--- src/rtl/csf_pkg.sv ---
// ----------------------------------------------------------------------
// Constants and types shared by the system flag bank.
// ----------------------------------------------------------------------
package csf_pkg;

	// ----------------------------------------------------------------------
	// Time base.
	// ----------------------------------------------------------------------
	// Core clock rate in hertz.
	localparam int unsigned CLK_HZ = 100_000_000;
	// Cycles in one millisecond.
	localparam int unsigned CYC_PER_MS = CLK_HZ / 1000;
	// Half periods of the three square waves, in milliseconds.
	localparam int unsigned HALF_1S_MS = 500;
	localparam int unsigned HALF_100MS_MS = 50;
	localparam int unsigned HALF_10MS_MS = 5;
	// Half periods converted to clock cycles.
	localparam int unsigned HALF_1S_CYC = HALF_1S_MS * CYC_PER_MS;
	localparam int unsigned HALF_100MS_CYC = HALF_100MS_MS * CYC_PER_MS;
	localparam int unsigned HALF_10MS_CYC = HALF_10MS_MS * CYC_PER_MS;

	// ----------------------------------------------------------------------
	// Register bus layout.
	// ----------------------------------------------------------------------
	// Width of the byte address seen by the block.
	localparam int ADR_W = 8;
	// Byte offsets of the registers.
	localparam logic [7:0] OFS_FLAGS = 8'h00;
	localparam logic [7:0] OFS_CTRL = 8'h04;
	localparam logic [7:0] OFS_IRQ_STAT = 8'h08;
	localparam logic [7:0] OFS_IRQ_MASK = 8'h0c;
	// Control register fields and reset value.
	localparam int CTRL_RUN_BIT = 0;
	localparam int CTRL_HOLD_BIT = 1;
	localparam int CTRL_TIRQ_BIT = 2;
	localparam int CTRL_W = 3;
	localparam logic [2:0] CTRL_RESET = 3'h0;
	// Interrupt status and mask fields and reset values.
	localparam int IRQ_START_BIT = 0;
	localparam int IRQ_CATCH_BIT = 1;
	localparam int IRQ_PRESET_BIT = 2;
	localparam int IRQ_CMP_BIT = 3;
	localparam int IRQ_W = 4;
	localparam logic [3:0] IRQ_RESET = 4'h0;

	// Flag bank as software and the outputs see it, bit 0 last.
	typedef struct packed {
		logic catch_status_group_five;
		logic catch_status_group_four;
		logic cmp_less_flag;
		logic cmp_equal_flag;
		logic cmp_greater_flag;
		logic timer_irq_enabled_flag;
		logic run_indicator;
		logic preset_changed_flag;
		logic hundredth_second_pulse;
		logic tenth_second_pulse;
		logic one_second_pulse;
		logic start_scan_pulse;
	} csf_flags_t;

	// Value of the whole bank after reset.
	localparam csf_flags_t FLAGS_RESET = csf_flags_t'(12'h000);

	// Execution phase, Gray coded along idle, first scan, running.
	typedef enum logic [1:0] {
		CSF_IDLE = 2'b00,
		CSF_FIRST = 2'b01,
		CSF_RUN = 2'b11
	} csf_phase_t;

endpackage : csf_pkg

--- src/rtl/csf_flags_top.sv ---
`timescale 1ns/100ps
`default_nettype none
// Summary of operation
// - Start flag high for first scan only.
// - One second wave unless hold set.
// - Tenth second wave always runs.
// - Hundredth second wave always runs.
// - Altered preset sets preset flag.
// - Download or preset clear drops flag.
// - Run flag high while program executes.
// - Timer interrupt flag follows its enable.
// - Compare sets one of three results.
// - Catch edge captures level, once per scan.
module csf_flags_top #(
	parameter int unsigned HALF_1S = csf_pkg::HALF_1S_CYC, // One second half period.
	parameter int unsigned HALF_100MS = csf_pkg::HALF_100MS_CYC, // Tenth half period.
	parameter int unsigned HALF_10MS = csf_pkg::HALF_10MS_CYC, // Hundredth half period.
	parameter int CMP_W = 16 // Width of compare operands.
) (
	input wire logic clk_i, // Core clock, 100 MHz.
	input wire logic rst_i, // Synchronous reset, active high.
	input wire logic wb_cyc_i, // Bus cycle.
	input wire logic wb_stb_i, // Bus strobe.
	input wire logic wb_we_i, // Bus write enable.
	input wire logic [csf_pkg::ADR_W-1:0] wb_adr_i, // Byte address.
	input wire logic [3:0] wb_sel_i, // Byte selects.
	input wire logic [31:0] wb_dat_i, // Write data.
	output logic [31:0] wb_dat_o, // Read data.
	output logic wb_ack_o, // Bus acknowledge.
	input wire logic scan_end_i, // One-cycle pulse at the end of each scan.
	input wire logic preset_alter_i, // A timer or counter preset was altered.
	input wire logic preset_clear_i, // Altered presets were cleared.
	input wire logic download_i, // A new user program was downloaded.
	input wire logic cmp_valid_i, // A magnitude compare ran this cycle.
	input wire logic [CMP_W-1:0] cmp_a_i, // First compare operand.
	input wire logic [CMP_W-1:0] cmp_b_i, // Second compare operand.
	input wire logic [1:0] catch_i, // Catch inputs, group four in bit 0.
	output csf_pkg::csf_flags_t flags_o, // Flag bank.
	output logic irq_o // Level interrupt.
);
	import csf_pkg::*;

	// ----------------------------------------------------------------------
	// State.
	// ----------------------------------------------------------------------

	// All state of the bank except the wave generators in one record.
	typedef struct packed {
		csf_flags_t flags;
		csf_phase_t phase;
		logic [CTRL_W-1:0] ctrl;
		logic [IRQ_W-1:0] irq_stat;
		logic [IRQ_W-1:0] irq_mask;
		logic [1:0] catch_prev;
		logic [1:0] catch_lock;
		logic ack;
		logic [31:0] dat;
		logic irq;
	} csf_state_t;

	csf_state_t q_r; // Registered state.
	csf_state_t q_nxt; // Next state.
	logic [2:0] wave; // Outputs of the three wave generators.

	// Selects a register by its byte offset.
	function automatic logic hit(input logic [ADR_W-1:0] adr, input logic [7:0] ofs);
		hit = (adr[ADR_W-1:2] == ofs[ADR_W-1:2]);
	endfunction

	// ----------------------------------------------------------------------
	// Wave generators.
	// ----------------------------------------------------------------------

	// Half periods of the waves, one second first.
	localparam int unsigned HALF_TAB [3] = '{HALF_1S, HALF_100MS, HALF_10MS};

	// Only the one second wave obeys the hold control; none obeys run.
	genvar g;
	generate
		for (g = 0; g < 3; g++) begin : g_wave
			csf_pulse_gen #(
				.HALF_CYC(HALF_TAB[g])
			) u_wave (
				.clk_i(clk_i),
				.rst_i(rst_i),
				.hold_i((g == 0) ? q_r.ctrl[CTRL_HOLD_BIT] : 1'b0),
				.pulse_o(wave[g])
			);
		end
	endgenerate

	// ----------------------------------------------------------------------
	// Next state.
	// ----------------------------------------------------------------------

	// Flag logic, catch capture, interrupt and bus slave.
	always_comb begin
		logic req;
		logic wr;
		logic [IRQ_W-1:0] ev;
		logic [IRQ_W-1:0] w1c;
		logic [1:0] edg;
		req = 1'b0;
		wr = 1'b0;
		ev = '0;
		w1c = '0;
		edg = '0;
		q_nxt = q_r;

		q_nxt.flags.one_second_pulse = wave[0];
		q_nxt.flags.tenth_second_pulse = wave[1];
		q_nxt.flags.hundredth_second_pulse = wave[2];

		q_nxt.flags.run_indicator = q_r.ctrl[CTRL_RUN_BIT];
		q_nxt.flags.timer_irq_enabled_flag = q_r.ctrl[CTRL_TIRQ_BIT];

		unique case (q_r.phase)
			CSF_IDLE: begin
				// Execution start opens the first scan.
				if (q_r.ctrl[CTRL_RUN_BIT]) begin
					q_nxt.phase = CSF_FIRST;
					q_nxt.flags.start_scan_pulse = 1'b1;
					ev[IRQ_START_BIT] = 1'b1;
				end
			end
			CSF_FIRST: begin
				// The first scan ends at its scan boundary.
				if (!q_r.ctrl[CTRL_RUN_BIT]) begin
					q_nxt.phase = CSF_IDLE;
					q_nxt.flags.start_scan_pulse = 1'b0;
				end else if (scan_end_i) begin
					q_nxt.phase = CSF_RUN;
					q_nxt.flags.start_scan_pulse = 1'b0;
				end
			end
			CSF_RUN: begin
				// Stopping rearms the pulse for the next start.
				if (!q_r.ctrl[CTRL_RUN_BIT]) begin
					q_nxt.phase = CSF_IDLE;
				end
			end
			default: begin
				// An illegal code returns to idle.
				q_nxt.phase = CSF_IDLE;
				q_nxt.flags.start_scan_pulse = 1'b0;
			end
		endcase

		if (download_i || preset_clear_i) begin
			q_nxt.flags.preset_changed_flag = 1'b0;
		end
		if (preset_alter_i) begin
			q_nxt.flags.preset_changed_flag = 1'b1;
			ev[IRQ_PRESET_BIT] = 1'b1;
		end

		if (cmp_valid_i) begin
			q_nxt.flags.cmp_greater_flag = (cmp_a_i > cmp_b_i);
			q_nxt.flags.cmp_equal_flag = (cmp_a_i == cmp_b_i);
			q_nxt.flags.cmp_less_flag = (cmp_a_i < cmp_b_i);
			ev[IRQ_CMP_BIT] = 1'b1;
		end

		q_nxt.catch_prev = catch_i;
		// An edge in the boundary cycle still belongs to the closing scan.
		edg = (catch_i ^ q_r.catch_prev) & ~q_r.catch_lock;
		for (int i = 0; i < 2; i++) begin
			if (edg[i]) begin
				ev[IRQ_CATCH_BIT] = 1'b1;
			end
		end
		if (edg[0]) begin
			q_nxt.flags.catch_status_group_four = catch_i[0];
		end
		if (edg[1]) begin
			q_nxt.flags.catch_status_group_five = catch_i[1];
		end
		// Locks open again at each scan boundary.
		q_nxt.catch_lock = scan_end_i ? 2'b00 : (q_r.catch_lock | edg);

		// Bus: answer one cycle after the request, drop after one cycle.
		req = wb_cyc_i && wb_stb_i;
		q_nxt.ack = req && !q_r.ack;
		wr = req && q_r.ack && wb_we_i && wb_sel_i[0];
		if (req && !q_r.ack) begin
			// Read data is latched together with the acknowledge.
			q_nxt.dat = 32'h0000_0000;
			if (hit(wb_adr_i, OFS_FLAGS)) begin
				q_nxt.dat[$bits(csf_flags_t)-1:0] = q_r.flags;
			end else if (hit(wb_adr_i, OFS_CTRL)) begin
				q_nxt.dat[CTRL_W-1:0] = q_r.ctrl;
			end else if (hit(wb_adr_i, OFS_IRQ_STAT)) begin
				q_nxt.dat[IRQ_W-1:0] = q_r.irq_stat;
			end else if (hit(wb_adr_i, OFS_IRQ_MASK)) begin
				q_nxt.dat[IRQ_W-1:0] = q_r.irq_mask;
			end
		end
		// Writes land on the edge that the master samples the acknowledge.
		// flag bank ignores writes
		if (wr) begin
			if (hit(wb_adr_i, OFS_CTRL)) begin
				q_nxt.ctrl = wb_dat_i[CTRL_W-1:0];
			end else if (hit(wb_adr_i, OFS_IRQ_MASK)) begin
				q_nxt.irq_mask = wb_dat_i[IRQ_W-1:0];
			end else if (hit(wb_adr_i, OFS_IRQ_STAT)) begin
				w1c = wb_dat_i[IRQ_W-1:0];
			end
		end

		// Sticky status: a new event beats a clear in the same cycle.
		q_nxt.irq_stat = (q_r.irq_stat & ~w1c) | ev;
		// Taken from the next state so that the line rises with its status bit.
		q_nxt.irq = |(q_nxt.irq_stat & q_nxt.irq_mask);
	end

	// Register the state.
	always_ff @(posedge clk_i) begin
		if (rst_i) begin
			q_r.flags <= FLAGS_RESET;
			q_r.phase <= CSF_IDLE;
			q_r.ctrl <= CTRL_RESET;
			q_r.irq_stat <= IRQ_RESET;
			q_r.irq_mask <= IRQ_RESET;
			// Track the pins through reset so that a level held high gives no false edge.
			q_r.catch_prev <= catch_i;
			q_r.catch_lock <= 2'b00;
			q_r.ack <= 1'b0;
			q_r.dat <= 32'h0000_0000;
			q_r.irq <= 1'b0;
		end else begin
			q_r <= q_nxt;
		end
	end

	// ----------------------------------------------------------------------
	// Outputs.
	// ----------------------------------------------------------------------

	// Every output is a flip-flop of the state record.
	assign flags_o = q_r.flags;
	assign wb_ack_o = q_r.ack;
	assign wb_dat_o = q_r.dat;
	assign irq_o = q_r.irq;
endmodule // csf_flags_top
`default_nettype wire

--- src/rtl/csf_pulse_gen.sv ---
`timescale 1ns/100ps
`default_nettype none
// ----------------------------------------------------------------------
// Square wave of equal duty with a settable half period.
// ----------------------------------------------------------------------
module csf_pulse_gen #(
	parameter int unsigned HALF_CYC = 16 // Cycles per half period.
) (
	input wire logic clk_i, // Core clock.
	input wire logic rst_i, // Synchronous reset, active high.
	input wire logic hold_i, // Holds the wave low and restarts it.
	output logic pulse_o // Square wave output.
);
	import csf_pkg::*;

	// Counter width that reaches the half period.
	localparam int CW = (HALF_CYC > 1) ? $clog2(HALF_CYC) : 1;
	// Last count of a half period.
	localparam logic [CW-1:0] LAST = CW'(HALF_CYC - 1);

	// All state of the generator.
	typedef struct packed {
		logic [CW-1:0] cnt;
		logic pulse;
	} csf_pg_state_t;

	csf_pg_state_t q_r; // Registered state.
	csf_pg_state_t q_nxt; // Next state.

	// Count the half period and flip the wave at its end.
	always_comb begin
		q_nxt = q_r;
		if (hold_i) begin
			// Held waves stay low and restart from a fresh half period.
			q_nxt.cnt = '0;
			q_nxt.pulse = 1'b0;
		end else if (q_r.cnt == LAST) begin
			q_nxt.cnt = '0;
			q_nxt.pulse = ~q_r.pulse;
		end else begin
			q_nxt.cnt = q_r.cnt + CW'(1);
		end
	end

	// Register the state.
	always_ff @(posedge clk_i) begin
		if (rst_i) begin
			q_r <= '0;
		end else begin
			q_r <= q_nxt;
		end
	end

	assign pulse_o = q_r.pulse;
endmodule // csf_pulse_gen
`default_nettype wire

--- config.mk ---
export PLATFORM = sky130hd
export DESIGN_NAME = csf_flags_top
export DESIGN_NICKNAME = d
export VERILOG_FILES = /design/src/rtl/csf_pkg.sv /design/src/rtl/csf_flags_top.sv /design/src/rtl/csf_pulse_gen.sv
export SDC_FILE = /design/constraint.sdc
export NUM_CORES = 1
export LEC_CHECK = 0
export BUFFER_PORTS_ARGS = -buffer_cell sky130_fd_sc_hd__buf_2
export CAP_MARGIN = 20
export CORE_ASPECT_RATIO = 1.2
export CORE_MARGIN = 1
export CORE_UTILIZATION = 45
export CTS_BUF_LIST = sky130_fd_sc_hd__clkbuf_16
export CTS_CLUSTER_SIZE = 16
export DETAILED_ROUTE_END_ITERATION = 10
export GPL_TIMING_DRIVEN = 0
export PLACE_DENSITY = 0.71
export SLEW_MARGIN = 20
export SYNTH_ARGS = -nofsm -noshare
export SYNTH_HDL_FRONTEND = slang
export SYNTH_HIERARCHICAL = 1
export SYNTH_SLANG_ARGS = --single-unit
--- constraint.sdc ---
create_clock -name clk_i -period 2.1 [get_ports clk_i]
set_input_delay 0.21 -clock clk_i [delete_from_list [all_inputs] [get_ports clk_i]]
set_output_delay 0.21 -clock clk_i [all_outputs]
set_load 0.02 [all_outputs]
==> impl_results.md <==
* Area of the die at about 13000 um2
* Hold Startpoint: preset_alter_i
* Pleak at about 2.9 nW
* Row count at 45
* Clock buffer depth at 2
* Period utilization at between 90 and 100%
* Setup violators final at 0
* Pre-antenna DRT Iters at 4
* Tightest Pin Transition at 0.885 ns
* Global-route usage over all layers at between 10% and 20%
* Hold Fails Final Rpt at 0
* Met2 track demand over resource at 36.8%
* Finished Cell Area at between 7000 and 8000 um2
* Final nets at 900
* Max frequency at around 0.48 GHz
* Antenna Violating Nets Remaining at 0
* GR Overflow Total at 0
* GR peak layer: met2
* DIE WIDTH at about 110 um
* Avg Inst Size Synth at a little under 9 um2
* Clk slew on worst S/H paths at roughly 0.060 ns
* Status: finished clean
* Met1 Resource Use GR at a little over a fifth
* Routing usage on met3 at around 4.8%
* Wire length per cell at between 10 and 15 um
* Via density at approximately 5.3
* CP Cell Sequence: or4b_1 -> or4_4 -> o21ai_4 -> buf_6 -> nor2_1
* Clock Skews at between 0.004 and 0.005 ns
* Largest net degree at the start of global routing at 17
* H-tree depth at 4
* CP Max Fanout at 10
* Prevailing post-synth register cell: dfxtp_1
* Clock Sink Count at 114
* Worst setup EP type: flop
* Max Cap Viol at 0
* Startpoint Class: flop
* Critical setup path kind: reg2reg
* IO Port Bufs at 79
* Number of global-route vias before repair at 4921
* Max-slew headroom at 40.4%
* Register area share after synthesis at 39.3%
* Slew Limit Fails at 0
* Hold Path Class: in2reg
* Yosys reg bits at between 100 and 150
* Initial antenna violation count at 1
* Inserted Clock Buffers at 17
* Gate Count Post-Synth at 669
* GPL Wtd Cong at 0.834
* Commonest non-fill, non-tap cell in the layout: dfxtp_1
* Inst Count DP at around 930
* Crit path launch: g_wave[0].u_wave/q_r[12]
* CP peak stage delay at around 0.58 ns
* PD cells at 727 nW/um2
* # IOs at between 100 and 150
* Final std cells w/o fill at 971
* Placement Cell Area at 6480 um2
* WL final at ~13000 um
* Drc violations at 0
* CTS Root Cell: clkbuf_16
* Detailed Place HPWL at between 9000 and 10000 um
* Reg2reg start: g_wave[0].u_wave/q_r[12]
* WP data required at about 2.4 ns
* CP max-delay cell: or4_4
* RSZ-0062 raised after global routing: true
* Clock Latency Late Sink at about 0.40 ns
* Area Growth Syn to Fin at 22.3%
* Share of cells above drive strength 1 at 24.6%
* Core area at 12600 um2
* Ys async rst share at 0%
* Starting Density at around 46%
* Crit path arrival time at 2.36 ns
* Max VDD drop at roughly 0.00048 V
* Final worst path period need at approximately 2.1 ns
* Yosys warning total at 6
* CTS tree: built
* Unique masters post-synth at 67
* First-pass GRT wire length at ~22000 um
* Die span in y at ~130 um
* Mapped Area at 5800 um2
* Number of synthesized flops with an enable pin at 0
* DR vias at between 5k and 6k
* Commonest cells after routing, fill and taps aside: 111 x dfxtp_1, 82 x buf_2, 81 x nor2_1
* 1st-iter DRT viols at 222
==> logic make-up after synthesis <==
kind of cell	share of synthesized area [%]
adders and majority gates	4.10
AOI/OAI and AO/OA	12.0
and+or+nand+nor	26.6
DFF	39.3
buffers and inverters	9.45
other	0.0646
muxes	2.16
xor gates and xnor gates	6.34
==> stage by stage <==
stage	total power, mW	util, %	TNS, ns	hold WS, ns	setup WS (ns)
6_report	5.16	56.3	0	0.0475	0.0316
5_1_grt	5.36	56.3	-0.551	0.0671	-0.0569
4_1_cts	5.21	56.0	0	0.0364	0.000802
3_5_place_dp	2.63	51.4	-1.09	0.360	-0.0708
3_3_place_gp	2.62	51.4	-0.487	0.350	-0.0352
2_1_floorplan	2.51	-	0	0.238	0.144
==> area by class of cell <==
cell class                 instances  area, um2
clock inverter                    15        114
inverter                          34        128
fill                            1152       5520
sequential                       114       2290
antenna                            1       2.50
timing repair buffer              84        444
clock buffer                      17        425
buffer                            62        417
multi-input combinational        480       3080
tap                              164        205
==> report_power, final <==
part	switching [mW]	leakage (nW)	internal [mW]
Combinational	0.206	1.66	0.170
Clock	1.05	0.263	1.51
Sequential	0.0278	0.925	2.19
==> synth_stat cells (10+ instances only) <==
cell	instances	share of area [%]
a21oi_1	36	3.1
buf_4	44	5.7
clkbuf_1	14	0.91
dfxtp_1	114	39
ha_1	19	4.1
inv_1	34	2.2
nand2_1	36	2.3
nand3_1	27	2.3
nand4_1	28	3.0
nor2_1	81	5.2
nor3_1	17	1.5
nor4_1	12	1.3
o21ai_0	18	1.6
or3_1	11	1.2
xnor2_1	32	4.8
xor2_1	10	1.5
==> worst max-delay path, delay by kind of cell (launching register included) <==
family / cells / cell delay (ns)
AOI/OAI and AO/OA: 1 / 0.27
buffers and inverters: 1 / 0.18
DFF: 1 / 0.34
and+or+nand+nor: 3 / 1.16
==> registers in the layout, indices dropped and copies added (netlist names) <==
signal,cells
flags_o,12
g_wave.u_wave/pulse_o,3
g_wave.u_wave/q_r,68
irq_o,1
q_nxt,2
q_r,15
wb_ack_o,1
wb_dat_o,12
==> worst paths after layout <==
kind / to / slack, ns / cells past startpoint
min reg2reg: wb_dat_o[11] / 0.45 / 2
max: g_wave[0].u_wave/q_r[10] / 0.03 / 5
max reg2reg: g_wave[0].u_wave/q_r[10] / 0.03 / 5
min: flags_o[4] / 0.05 / 3
==> timing repair <==
item,CTS,global route
pin swaps,1,1
gates resized for setup,1,8
gates cloned,0,1
setup buffers,0,1
hold buffers,3,0
setup endpoints to repair,21,29
endpoints found under the hold margin,4,0
==> layer usage <==
layer	up-vias	part of all wire, %
met1	2420	42
met2	108	52
li1	2566	-
met3	9	4.7
met4	0	1.1
met5	-	0
Note: power is estimated with default switching activity, not from simulation.
